**src/hdl/rsp_map.svh**
```systemverilog
// select codes, field positions and timing counts of the serial port and clock output
`ifndef RSP_MAP_SVH
`define RSP_MAP_SVH
`define RSP_CMD_BITS 8
`define RSP_CMD_READ_BIT 7
`define RSP_REF_HZ 32768
`define RSP_CLK_HZ 125000000
// half periods of the square wave in system clock cycles, rounded down
`define RSP_HALF_32K ((`RSP_CLK_HZ / `RSP_REF_HZ) / 2)
`define RSP_HALF_1K ((`RSP_CLK_HZ / 1024) / 2)
`define RSP_HALF_1HZ (`RSP_CLK_HZ / 2)
`define RSP_SEL_32K 2'h0
`define RSP_SEL_1K 2'h1
`define RSP_SEL_1HZ 2'h2
`define RSP_SEL_32K_B 2'h3
`endif

```
**src/hdl/rsp_pkg.sv**
```systemverilog
// types shared by the serial port block
package rsp_pkg;
   typedef enum logic [2:0] {
      RSP_IDLE = 3'h1,
      RSP_CMD = 3'h2,
      RSP_DATA = 3'h4
   } rsp_state_e;
   typedef struct packed {
      logic dir_read;
      logic [7:0] cmd;
   } rsp_cmd_s;
   typedef struct packed {
      logic valid;
      logic [7:0] data;
   } rsp_byte_s;
endpackage

```
**src/hdl/rsp_serial_port.sv**
```systemverilog
// serial port, square wave output and interrupt pin of the clock module
`timescale 1ns/1ps
`include "rsp_map.svh"
module rsp_serial_port
   import rsp_pkg::*;
#(
   parameter int HALF_1HZ = `RSP_HALF_1HZ
) (
   input wire logic clk,
   input wire logic resetn,
   input wire logic chip_select,
   input wire logic shift_clk,
   input wire logic serial_data_io_i,
   output logic serial_data_io_o,
   output logic serial_data_io_oe_n,
   input wire logic square_wave_out_enable,
   input wire logic wave_freq_select_hi,
   input wire logic wave_freq_select_lo,
   output logic square_wave_out,
   output logic square_wave_out_oe_n,
   input wire logic irq_event,
   output logic irq_n,
   output rsp_cmd_s cmd_out,
   output rsp_byte_s wr_byte,
   input wire logic [7:0] rd_data,
   output logic rd_next
);
   // ==========================================================
   // input synchronisers
   logic [1:0] cs_sync_ff, sck_sync_ff, dio_sync_ff, foe_sync_ff;
   logic cs_d_ff, sck_d_ff;
   always_ff @(posedge clk or negedge resetn) begin
      if (!resetn) begin
         cs_sync_ff <= 2'h0;
         sck_sync_ff <= 2'h0;
         dio_sync_ff <= 2'h0;
         foe_sync_ff <= 2'h0;
         cs_d_ff <= 1'b0;
         sck_d_ff <= 1'b0;
      end else begin
         cs_sync_ff <= {cs_sync_ff[0], chip_select};
         sck_sync_ff <= {sck_sync_ff[0], shift_clk};
         dio_sync_ff <= {dio_sync_ff[0], serial_data_io_i};
         foe_sync_ff <= {foe_sync_ff[0], square_wave_out_enable};
         cs_d_ff <= cs_sync_ff[1];
         sck_d_ff <= sck_sync_ff[1];
      end
   end
   wire cs_lvl = cs_sync_ff[1];
   wire cs_rise = cs_lvl & ~cs_d_ff;
   wire sck_rise = sck_sync_ff[1] & ~sck_d_ff;
   wire sck_fall = ~sck_sync_ff[1] & sck_d_ff;
   wire din = dio_sync_ff[1];

   // ==========================================================
   // serial transfer engine
   rsp_state_e state_ff, nxt_state;
   logic [7:0] shreg_ff, nxt_shreg;
   logic [2:0] bitcnt_ff, nxt_bitcnt;
   logic dir_read_ff, nxt_dir_read;
   logic [7:0] cmd_ff, nxt_cmd;
   logic wr_valid_ff, nxt_wr_valid;
   logic [7:0] wr_data_ff, nxt_wr_data;
   logic dout_ff, nxt_dout;
   logic drive_ff, nxt_drive;
   logic nxt_rd_next;
   wire last_bit = (bitcnt_ff == 3'h7);
   wire [7:0] shifted_in = {shreg_ff[6:0], din};
   always_comb begin
      nxt_state = state_ff;
      nxt_shreg = shreg_ff;
      nxt_bitcnt = bitcnt_ff;
      nxt_dir_read = dir_read_ff;
      nxt_cmd = cmd_ff;
      nxt_wr_valid = 1'b0;
      nxt_wr_data = wr_data_ff;
      nxt_dout = dout_ff;
      nxt_drive = drive_ff;
      nxt_rd_next = 1'b0;
      if (!cs_lvl) begin
         nxt_state = RSP_IDLE;
         nxt_drive = 1'b0;
         nxt_bitcnt = 3'h0;
      end else begin
         unique case (state_ff)
            RSP_IDLE: begin
               if (cs_rise) begin
                  nxt_state = RSP_CMD;
                  nxt_bitcnt = 3'h0;
               end
            end
            RSP_CMD: begin
               if (sck_rise) begin
                  nxt_shreg = shifted_in;
                  nxt_bitcnt = bitcnt_ff + 3'h1;
                  if (last_bit) begin
                     nxt_cmd = shifted_in;
                     nxt_dir_read = shifted_in[`RSP_CMD_READ_BIT];
                     nxt_state = RSP_DATA;
                     nxt_shreg = rd_data;
                  end
               end
            end
            RSP_DATA: begin
               if (dir_read_ff) begin
                  if (sck_fall) begin
                     nxt_drive = 1'b1;
                     nxt_dout = shreg_ff[7];
                     nxt_shreg = {shreg_ff[6:0], 1'b0};
                     nxt_bitcnt = bitcnt_ff + 3'h1;
                     if (last_bit) begin
                        nxt_shreg = rd_data;
                        nxt_rd_next = 1'b1;
                     end
                  end
               end else if (sck_rise) begin
                  nxt_shreg = shifted_in;
                  nxt_bitcnt = bitcnt_ff + 3'h1;
                  if (last_bit) begin
                     nxt_wr_valid = 1'b1;
                     nxt_wr_data = shifted_in;
                  end
               end
            end
         endcase
      end
   end
   always_ff @(posedge clk or negedge resetn) begin
      if (!resetn) begin
         state_ff <= RSP_IDLE;
         shreg_ff <= 8'h00;
         bitcnt_ff <= 3'h0;
         dir_read_ff <= 1'b0;
         cmd_ff <= 8'h00;
         wr_valid_ff <= 1'b0;
         wr_data_ff <= 8'h00;
         dout_ff <= 1'b0;
         drive_ff <= 1'b0;
         rd_next <= 1'b0;
      end else begin
         state_ff <= nxt_state;
         shreg_ff <= nxt_shreg;
         bitcnt_ff <= nxt_bitcnt;
         dir_read_ff <= nxt_dir_read;
         cmd_ff <= nxt_cmd;
         wr_valid_ff <= nxt_wr_valid;
         wr_data_ff <= nxt_wr_data;
         dout_ff <= nxt_dout;
         drive_ff <= nxt_drive;
         rd_next <= nxt_rd_next;
      end
   end
   assign serial_data_io_o = dout_ff;
   assign serial_data_io_oe_n = ~(drive_ff & cs_lvl);
   assign cmd_out = '{dir_read: dir_read_ff, cmd: cmd_ff};
   assign wr_byte = '{valid: wr_valid_ff, data: wr_data_ff};

   // ==========================================================
   // square wave output
   logic [31:0] wcnt_ff, nxt_wcnt;
   logic wave_ff, nxt_wave;
   logic [31:0] half_sel;
   wire [1:0] fsel = {wave_freq_select_hi, wave_freq_select_lo};
   always_comb begin
      unique case (fsel)
         `RSP_SEL_1K: half_sel = 32'(`RSP_HALF_1K);
         `RSP_SEL_1HZ: half_sel = 32'(HALF_1HZ);
         `RSP_SEL_32K, `RSP_SEL_32K_B: half_sel = 32'(`RSP_HALF_32K);
      endcase
   end
   always_comb begin
      nxt_wcnt = wcnt_ff + 32'h1;
      nxt_wave = wave_ff;
      if (!foe_sync_ff[1]) begin
         nxt_wcnt = 32'h0;
         nxt_wave = 1'b0;
      end else if (nxt_wcnt >= half_sel) begin
         nxt_wcnt = 32'h0;
         nxt_wave = ~wave_ff;
      end
   end
   always_ff @(posedge clk or negedge resetn) begin
      if (!resetn) begin
         wcnt_ff <= 32'h0;
         wave_ff <= 1'b0;
      end else begin
         wcnt_ff <= nxt_wcnt;
         wave_ff <= nxt_wave;
      end
   end
   assign square_wave_out = wave_ff;
   assign square_wave_out_oe_n = ~foe_sync_ff[1];

   // ==========================================================
   // interrupt pin, active low: registered inverse of irq_event, driven both high and low
   always_ff @(posedge clk or negedge resetn) begin
      if (!resetn) begin
         irq_n <= 1'b1;
      end else begin
         irq_n <= ~irq_event;
      end
   end
endmodule

```
**config.mk**
```make
export PLATFORM = sky130hd
export DESIGN_NAME = rsp_serial_port
export DESIGN_NICKNAME = d
export VERILOG_FILES = /design/src/hdl/rsp_pkg.sv /design/src/hdl/rsp_serial_port.sv
export VERILOG_INCLUDE_DIRS = /design/src /design/src/hdl
export SDC_FILE = /design/constraint.sdc
export NUM_CORES = 1
export LEC_CHECK = 0
export BUFFER_PORTS_ARGS = -buffer_cell sky130_fd_sc_hd__buf_2
export CAP_MARGIN = 0
export CORE_UTILIZATION = 40
export DETAILED_ROUTE_END_ITERATION = 10
export PLACE_DENSITY_LB_ADDON = 0.25
export SYNTH_ARGS = -nofsm -noshare
export SYNTH_HDL_FRONTEND = slang
export SYNTH_SLANG_ARGS = --single-unit
```
**constraint.sdc**
```tcl
create_clock -name clk -period 8.9 [get_ports clk]
set_clock_uncertainty 0.15 [all_clocks]
set_input_delay 0.445 -clock clk [delete_from_list [all_inputs] [get_ports clk]]
set_output_delay 0.445 -clock clk [all_outputs]
set_load 0.03 [all_outputs]
```
==> flow_summary.json, run 1 <==
{
  "status": "complete, no violations",
  "hold_buffers": 0,
  "cap_violations": 0,
  "ys_seq_area_share_pct": 47.0,
  "path_buf_inv": 0,
  "ys.warnings.count": 0,
  "grt_pass1_vias": 2952,
  "grt_use_total_pct": 16.6,
  "setup_ws_ns": 5.07,
  "worst_slew_pin_slew_ns": 1.09,
  "rows": 36,
  "synth_ff_type": "dfrtp_1",
  "synth_area_sq_um": 4160,
  "cts_sinks": 78,
  "cp_common_cell": "ha_1",
  "clk_latency_ns": 0.35,
  "ir_worst_vdd_uv": 84.5,
  "crit_slowest_cell": "o21ai_4",
  "initial_core_util_pct": 41.9,
  "synth_cell_types": 66,
  "drtPass1Iterations": 4,
  "hold_depth": 1,
  "power_density_nw_per_um2": 144,
  "async_reset_ff_share_pct": 100,
  "ys_ff_latch": 78,
  "rsz0062_at_grt": "false",
  "dieArea_sq_um": 10800,
  "crit_chain": "ha_1 > nand4_2 > or2_2 > xnor2_1 > ha_1 > and4_1 > o21ai_0 > a221o_1 > a2111o_1 > o211ai_2 > a21oi_4 > o21ai_4 > a21boi_1",
  "slew_headroom_pct": 26.9,
  "grt_max_degree": 79,
  "drtIter0Drc": 148,
  "hp-class": "in -> reg",
  "p_leak_nw": 2.18,
  "drive_above_1_share_pct": 23.4,
  "die_h_um": 104,
  "synth_area_leaders": "dfrtp_1 (46%), ha_1 (7.2%), mux2_2 (4.6%), xnor2_1 (4.2%), nand2_1 (3.5%)",
  "r2r-start": "wcnt_ff[0]$_DFF_PN0_",
  "critical-path-max-stage-delay_ns": 0.61,
  "cts-resized-gates": 0,
  "post_cts_buffers": 0,
  "io_pins": 41,
  "antenna_found_initial": 0,
  "synth_edf_count": 0,
  "worstRegToRegCells": 13,
  "fin_nets": 468,
  "cp_top_family": "compound AO/OA/AOI/OAI gates",
  "setup_viol": 0,
  "period_share_pct": 43.1,
  "gp_congestion": 0.827,
  "dpl_worst_slack_ns": 5.05,
  "drt-total-wl_um": 8260,
  "worstPathRequired_ns": 8.94,
  "fin_tns_setup_ns": 0,
  "cts_buffer_depth": 2,
  "portBuffers": 40,
  "max_freq_mhz": 261,
  "cts.clk_slew.worst_paths_ns": 0.09,
  "syn_inst": 383,
  "startpoint_type": "flop",
  "drc": 0,
  "clock-root-buffer": "clkbuf_8",
  "numCtsBuffers": 9,
  "min_period_ns": 3.83,
  "fillers": 930,
  "yosys.area.top_type": "dfrtp_1",
  "hold_viol": 0,
  "avgSynthCellArea_sq_um": 10.9,
  "crit_type": "reg -> reg",
  "viasPerCell": 5.20,
  "arrival_ns": 3.87,
  "critPathMaxFanout": 22,
  "vias": 2937,
  "ant_nets": 0,
  "htree_num_levels": 3,
  "coreArea_sq_um": 9910,
  "r2r_end": "wcnt_ff[9]$_DFF_PN0_",
  "die_w_um": 104,
  "maxSlewViolCount": 0,
  "grt_remaining_overflow": 0,
  "antenna_cells": 0,
  "wire_per_inst_um": 14.6,
  "synth_top_area_share_pct": 45.8,
  "end_kind": "flop",
  "grt_pass1_wl_um": 14400,
  "dp_hpwl_um": 5780,
  "hp-start": "serial_data_io_i",
  "rrSetupSlack_ns": 5.07,
  "cts_tree": "built",
  "area_growth_syn_to_layout_pct": 12.4,
  "holdPathEnd": "dio_sync_ff[0]$_DFF_PN0_"
}
## sequential cells by signal, indices dropped and copies added (netlist names), 2 cells and up
register / count
cs_sync_ff: 2
cmd_ff: 7
foe_sync_ff: 2
shreg_ff: 8
bitcnt_ff: 3
dio_sync_ff: 2
state_ff: 3
wcnt_ff: 32
sck_sync_ff: 2
wr_data_ff: 8
## cell families (layout without fill, tap and decap cells)
logic type	count (synthesis)	after routing	share of synthesized area [%]
simple gates	131	131	17.5
compound gates	80	80	14.7
flops	78	78	47.0
xor+xnor	26	26	5.48
fa+ha+maj	24	24	7.22
buf+inv	24	68	2.89
mux	19	19	5.09
other cells	1	6	0.0902
## stage by stage
step / utilization (%) / instances / cell area, sq um / hold slack (ns) / total power, mW
detailed placement: 45.1 / 549 / 4470 / 0.190 / 0.413
finish: 47.1 / 565 / 4670 / 0.0434 / 0.675
floorplan: - / 388 / 4180 / -0.000591 / 0.395
global placement: 45.1 / 549 / 4470 / 0.183 / 0.411
CTS: 47.1 / 565 / 4670 / 0.0187 / 0.688
global route: 47.1 / 565 / 4670 / 0.0167 / 0.709
## final cells by class
class,count,area [sq um],area share (%)
multi-input combinational,286,2100,45.0
sequential,78,1950,41.8
timing repair buffer,40,203,4.34
tap,133,166,3.56
clock buffer,9,124,2.65
clock inverter,7,78.8,1.69
inverter,12,45.0,0.964
## synth_stat cells (3+ instances only)
master / n
nor2b_1: 3
a31oi_1: 7
a21boi_1: 12
nand4_1: 6
buf_4: 3
o21a_1: 5
xor2_1: 6
nand3_1: 15
clkbuf_1: 4
and3_1: 7
a21o_1: 3
inv_1: 12
ha_1: 24
nand2_1: 39
or2_2: 4
nand2b_1: 6
o21ai_0: 8
nor2_1: 23
dfrtp_1: 76
nor3_1: 3
mux2_2: 17
a21boi_2: 7
xnor2_1: 20
or3_1: 3
a21oi_1: 13
nand3_2: 3
## layer usage
metal | global-route usage [%] | routed length, um | up-vias
li1 | - | - | 1457
met1 | 23.9 | 4180 | 1426
met2 | 24.7 | 3730 | 47
met3 | 2.51 | 253 | 7
met4 | 7.55 | 103 | 0
met5 | 0 | 0 | -
## cell usage in the layout (no fill, tap or decap), types with 7 or more instances in the layout
master    instances
dfrtp_1          76
nand2_1          39
buf_2            39
ha_1             24
nor2_1           23
xnor2_1          20
mux2_2           17
nand3_1          15
a21oi_1          13
inv_1            12
a21boi_1         12
clkbuf_8          9
o21ai_0           8
and3_1            7
a21boi_2          7
a31oi_1           7
## where the power goes
part / switching (mW) / leakage (nW) / internal [mW] / total (mW)
Sequential: 0.00636 / 1.00 / 0.361 / 0.368
Clock: 0.137 / 0.0929 / 0.132 / 0.269
Combinational: 0.0238 / 1.09 / 0.0140 / 0.0378
## worst max path at each step
stage,start,endpoint,cells after the start
final,wcnt_ff[0]$_DFF_PN0_,wcnt_ff[9]$_DFF_PN0_,13
after global routing,wcnt_ff[0]$_DFF_PN0_,wcnt_ff[13]$_DFF_PN0_,13
after CTS,wcnt_ff[0]$_DFF_PN0_,wcnt_ff[9]$_DFF_PN0_,13
after detailed placement,wcnt_ff[0]$_DFF_PN0_,wcnt_ff[13]$_DFF_PN0_,13
after global placement,wcnt_ff[0]$_DFF_PN0_,wcnt_ff[5]$_DFF_PN0_,13
after floorplan,wcnt_ff[0]$_DFF_PN0_,wcnt_ff[5]$_DFF_PN0_,14
(Power assumes the default switching activity.)
==> run 2, diff against run 1 <==
- clock period: 8.9 -> 3.52 ns (I/O delays scaled with it)
==> run 2 against run 1 <==
  * Critical path depth is 1 higher
  * Count of clock-buffer cells in the layout did not move
  * Via count rose by 3.8%
  * Worst hold slack improved by 0.16 ns
  * Utilization is 3.0 points higher
  * Worst setup slack worse by 4.9 ns
  * Critical endpoint is now wcnt_ff[4]$_DFF_PN0_
  * Largest cell class unchanged
  * Largest power group unchanged
  * Highest routed layer unchanged
==> flow_summary.json, run 2 (synthesized netlist as in run 1, its figures left out) <==
{
  "vias": 3048,
  "antenna_found_initial": 0,
  "clk_latency_ns": 0.35,
  "drt-total-wl_um": 8900,
  "die_w_um": 104,
  "drc": 0,
  "r2r-start": "wcnt_ff[0]$_DFF_PN0_",
  "antenna_cells": 0,
  "hp-class": "reg -> reg",
  "coreArea_sq_um": 9910,
  "hold_depth": 0,
  "arrival_ns": 3.40,
  "critPathMaxFanout": 6,
  "final_common_cell": "dfrtp_1",
  "drtIter0Drc": 154,
  "grt_pass1_wl_um": 14900,
  "fin_nets": 495,
  "mostFrequentLayoutCells": "dfrtp_1 (74), nand2_1 (39), buf_2 (39), ha_1 (23), nor2_1 (22)",
  "largestRegisters": "wcnt_ff x32, shreg_ff x8, wr_data_ff x8",
  "io_pins": 41,
  "max_freq_mhz": 301,
  "initial_core_util_pct": 41.9,
  "power_density_nw_per_um2": 350,
  "worstPathRequired_ns": 3.59,
  "setup_ws_ns": 0.196,
  "dieArea_sq_um": 10800,
  "gp_congestion": 0.830,
  "crit_type": "reg -> reg",
  "min_period_ns": 3.32,
  "fin_util_pct": 50.2,
  "timing.hold.ws_ns": 0.204,
  "fin_tns_setup_ns": 0,
  "p_leak_nw": 2.33,
  "postPlaceCellArea_sq_um": 4560,
  "clock-root-buffer": "clkbuf_8",
  "grt_use_total_pct": 17.2,
  "drive_above_1_share_pct": 25.7,
  "status": "complete, no violations",
  "setup_viol": 0,
  "numCtsBuffers": 9,
  "drtPass1Iterations": 4,
  "largest_reg_flops": 32,
  "dpl_worst_slack_ns": 0.133,
  "grt_remaining_overflow": 0,
  "hp-start": "foe_sync_ff[0]$_DFF_PN0_",
  "r2r_end": "wcnt_ff[4]$_DFF_PN0_",
  "end_kind": "flop",
  "grt_pass1_vias": 3061,
  "rows": 36,
  "worst_slew_pin_slew_ns": 0.963,
  "design_area_sq_um": 4970,
  "ant_nets": 0,
  "cap_violations": 0,
  "dp.cells": 559,
  "portBuffers": 40,
  "area_growth_syn_to_layout_pct": 19.7,
  "die_h_um": 104,
  "worstRegToRegCells": 14,
  "holdPathEnd": "foe_sync_ff[1]$_DFF_PN0_",
  "wire_per_inst_um": 15.0,
  "startpoint_type": "flop",
  "maxSlewViolCount": 0,
  "rsz0062_at_grt": "false",
  "power_mw": 1.74,
  "top_register": "wcnt_ff",
  "ir_worst_vdd_uv": 210,
  "hold_viol": 0,
  "cts_buffer_depth": 2,
  "rrSetupSlack_ns": 0.20,
  "htree_num_levels": 3,
  "cts.clk_slew.worst_paths_ns": 0.09,
  "cts_tree": "built",
  "slew_headroom_pct": 35.8,
  "grt_max_degree": 79,
  "dp_hpwl_um": 5940,
  "period_share_pct": 94.4,
  "fin_cells": 592,
  "viasPerCell": 5.15,
  "cts_sinks": 78
}
==> run 2: cell count changes in the layout (fill, tap and decap cells not counted), sizes merged <==
cell,previous run,this run
buf,40,52
clkbuf,9,10
dlygate4sd3,0,14
clkinvlp,3,0
clkinv,0,2
inv,15,16
==> run 2: routing by layer <==
metal	GRT usage [%]	up-vias	part of all wire [%]
met3	2.19	12	3.5
met1	23.6	1465	48
li1	-	1508	-
met5	0	-	0
met4	7.86	0	1.9
met2	27.2	63	46
==> run 2: timing repair <==
item | CTS | global route
endpoints found under the hold margin | 89 | 0
setup endpoints to repair | 0 | 26
resized for setup | 0 | 7
hold buffers | 14 | 0
setup buffers | 0 | 1
==> run 2: worst max-delay path, stage by stage, from the launching register on <==
cell	delay (ns)
dfrtp_2	0.44
ha_4	0.17
nand4_2	0.12
or2_2	0.30
xnor2_1	0.15
ha_1	0.28
and4_1	0.16
o21ai_0	0.07
a221o_1	0.28
a2111o_1	0.38
o211ai_2	0.11
a21oi_4	0.10
o21ai_4	0.23
clkbuf_16	0.20
a21boi_1	0.06
==> run 2: worst max path at each step <==
stage,start,endpoint,slack (ns),depth (start not counted)
final,wcnt_ff[0]$_DFF_PN0_,wcnt_ff[4]$_DFF_PN0_,0.20,14
after detailed placement,wcnt_ff[0]$_DFF_PN0_,wcnt_ff[6]$_DFF_PN0_,0.13,14
after global routing,wcnt_ff[3]$_DFF_PN0_,wcnt_ff[11]$_DFF_PN0_,0.003,14
after global placement,wcnt_ff[0]$_DFF_PN0_,wcnt_ff[15]$_DFF_PN0_,0.18,15
after floorplan,wcnt_ff[0]$_DFF_PN0_,wcnt_ff[5]$_DFF_PN0_,0.27,14
after CTS,wcnt_ff[0]$_DFF_PN0_,wcnt_ff[3]$_DFF_PN0_,0.11,14
==> run 2: cell type report <==
type / instances / area, sq um
Clock inverter: 7 / 78.8
Timing Repair Buffer: 67 / 474
Inverter: 12 / 45.0
Clock buffer: 9 / 124
Multi-Input combinational cell: 286 / 2130
Sequential cell: 78 / 1960
Tap cell: 133 / 166
Fill cell: 930 / 4940
==> run 2: power breakdown <==
part | switching [mW] | internal, mW
Combinational | 0.0623 | 0.0474
Clock | 0.364 | 0.338
Sequential | 0.0163 | 0.913
==> run 3, diff against run 2 <==
- ABC_AREA: not set -> 1
==> run 3 against run 2 <==
  * Worst setup slack improved by 0.16 ns
  * Routed wire length rose by 4.0%
  * Maximum frequency rose by 5.1%
  * Sequential power rose by 6.3%
  * Synthesized area rose by 5.1%
  * Largest cell class unchanged
==> flow_summary.json, run 3 <==
{
  "syn_inst": 537,
  "startpoint_type": "flop",
  "p_clk_share_pct": 36.9,
  "largestRegisters": "wcnt_ff x32, shreg_ff x8, wr_data_ff x8",
  "grt_max_degree": 79,
  "worst_slew_pin_slew_ns": 0.980,
  "max_freq_mhz": 316,
  "area_growth_syn_to_layout_pct": 16.1,
  "yosys.area.top_type": "dfrtp_1",
  "slew_headroom_pct": 34.6,
  "hp-class": "reg -> reg",
  "drc": 0,
  "fin_util_pct": 48.5,
  "cts_buffer_depth": 2,
  "critPathMaxFanout": 16,
  "viasPerCell": 4.80,
  "ir_worst_vdd_uv": 216,
  "rows": 37,
  "wire_per_inst_um": 12.5,
  "cts.clk_slew.worst_paths_ns": 0.08,
  "setup_viol": 0,
  "synthTopCellsByCount": "nand2_1 (134), dfrtp_1 (76), inv_1 (72)",
  "cts_sinks": 78,
  "synth_cell_types": 41,
  "async_reset_ff_share_pct": 100,
  "fin_nets": 640,
  "htree_num_levels": 3,
  "grt_remaining_overflow": 0,
  "antenna_found_initial": 0,
  "grt_use_total_pct": 18.4,
  "die_w_um": 107,
  "io_pins": 41,
  "worstPathRequired_ns": 3.60,
  "drtPass1Iterations": 5,
  "power_frac_seq_pct": 50.9,
  "fin_cells": 740,
  "maxSlewViolCount": 0,
  "cts_tree": "built",
  "synth_top_area_share_pct": 43.5,
  "vias": 3554,
  "mostFrequentLayoutCells": "nand2_1 (134), dfrtp_1 (76), inv_1 (72), nor2_1 (59), buf_2 (39)",
  "dp.cells": 710,
  "top_register": "wcnt_ff",
  "initial_core_util_pct": 41.8,
  "drive_above_1_share_pct": 16.2,
  "ys_ff_latch": 78,
  "p_leak_nw": 2.59,
  "combPwrFrac_pct": 12.2,
  "largest_reg_flops": 32,
  "setup_ws_ns": 0.358,
  "period_share_pct": 89.8,
  "clk_latency_ns": 0.35,
  "switchingPower_mw": 0.529,
  "antenna_cells": 0,
  "synth_edf_count": 0,
  "grt_pass1_wl_um": 16500,
  "dp_hpwl_um": 6880,
  "min_period_ns": 3.16,
  "avgSynthCellArea_sq_um": 8.14,
  "fin_tns_setup_ns": 0,
  "drtIter0Drc": 159,
  "crit_type": "reg -> reg",
  "arrival_ns": 3.24,
  "numCtsBuffers": 9,
  "cap_violations": 0,
  "coreArea_sq_um": 10500,
  "drt-total-wl_um": 9250,
  "portBuffers": 40,
  "ant_nets": 0,
  "postPlaceCellArea_sq_um": 4710,
  "ys_seq_area_share_pct": 44.7,
  "yosysMostFrequentCell": "nand2_1",
  "timing.hold.ws_ns": 0.204,
  "status": "complete, no violations",
  "grt_pass1_vias": 3572,
  "die_h_um": 107,
  "hold_viol": 0,
  "swShare_pct": 27.2,
  "power_mw": 1.94,
  "final_common_cell": "nand2_1",
  "ys.warnings.count": 0,
  "clock-root-buffer": "clkbuf_8",
  "end_kind": "flop",
  "rsz0062_at_grt": "false",
  "dieArea_sq_um": 11300,
  "dpl_worst_slack_ns": 0.289,
  "synth_area_sq_um": 4370,
  "design_area_sq_um": 5070,
  "gp_congestion": 0.830,
  "power_density_nw_per_um2": 383,
  "p_int_mw": 1.41,
  "synth_area_leaders": "dfrtp_1 (44%), nand2_1 (12%), ha_1 (6.9%), inv_1 (6.2%), nor2_1 (5.2%)",
  "synth_ff_type": "dfrtp_1"
}
## run 3: changes by cell type after synthesis, sizes merged, moves of 6 or more
cell	change
a21boi	-19
a21oi	-6
and3	-7
inv	+61
mux2	-17
nand2	+100
nand2b	-6
nand3	+9
nor2	+64
o211ai	+7
o21ai	+18
xnor2	-13
## run 3: timing repair
action,CTS,global route
setup endpoints to repair,0,2
resized for setup,0,1
endpoints found under the hold margin,89,0
buffers inserted,0,0
hold buffers,14,0
## run 3: path summary, 6_finish.rpt
| kind | from | end | slack (ns) | cells past startpoint |
|---|---|---|---|---|
| worst min-delay path | foe_sync_ff[0]$_DFF_PN0_ | foe_sync_ff[1]$_DFF_PN0_ | 0.20 | 0 |
| worst min register to register | foe_sync_ff[0]$_DFF_PN0_ | foe_sync_ff[1]$_DFF_PN0_ | 0.20 | 0 |
| max in group asynchronous | resetn | wcnt_ff[24]$_DFF_PN0_ | 2.22 | 2 |
| min in group asynchronous | resetn | wcnt_ff[16]$_DFF_PN0_ | 0.39 | 2 |
| worst max-delay path | wcnt_ff[0]$_DFF_PN0_ | wcnt_ff[15]$_DFF_PN0_ | 0.36 | 18 |
| worst max register to register | wcnt_ff[0]$_DFF_PN0_ | wcnt_ff[15]$_DFF_PN0_ | 0.36 | 18 |
## run 3: critical path, stage by stage, from the launching register on
cell and delay, ns:
dfrtp_1 0.43, ha_1 0.23, nand2_2 0.11, nor2_8 0.16, nand3_1 0.15, nor2_2 0.18, xnor2_1 0.17, inv_1 0.07
ha_1 0.27, nand3_1 0.07, inv_1 0.05, nand3_1 0.09, nor2_1 0.09, nand2_1 0.06, nor2_1 0.10, nand3_1 0.14
nand2_4 0.27, buf_12 0.20, nor2_2 0.04
## run 3: power by group through the flow
| stage | combinational [mW] | clock, mW | sequential [mW] |
|---|---|---|---|
| 6_report | 0.238 | 0.717 | 0.989 |
| 3_5_place_dp | 0.228 | 0 | 1.01 |
| 4_1_cts | 0.242 | 0.737 | 0.989 |
| 2_1_floorplan | 0.159 | 0 | 1.00 |
| 5_1_grt | 0.284 | 0.774 | 0.996 |
| 3_3_place_gp | 0.220 | 0 | 1.00 |
## run 3: logic make-up after synthesis
family,synth area share [%]
other cells,0.0858
buf+inv,8.10
fa+ha+maj,6.87
xor+xnor,3.41
compound gates,8.04
simple gates,28.8
flops,44.7
## run 3: routing by layer
metal	part of all wire (%)	GRT usage (%)	vias up
met2	49	32.0	71
met5	0	0	-
met1	46	22.8	1656
met4	0.98	4.99	0
li1	-	-	1821
met3	4.6	4.54	6
## run 3: cell type report
cell class	instances	area (sq um)
Clock buffer	11	151
Clock inverter	5	65.1
Fill cell	1054	5390
Inverter	74	278
Multi-Input combinational cell	380	2080
Sequential cell	78	1950
Tap cell	136	170
Timing Repair Buffer	56	370
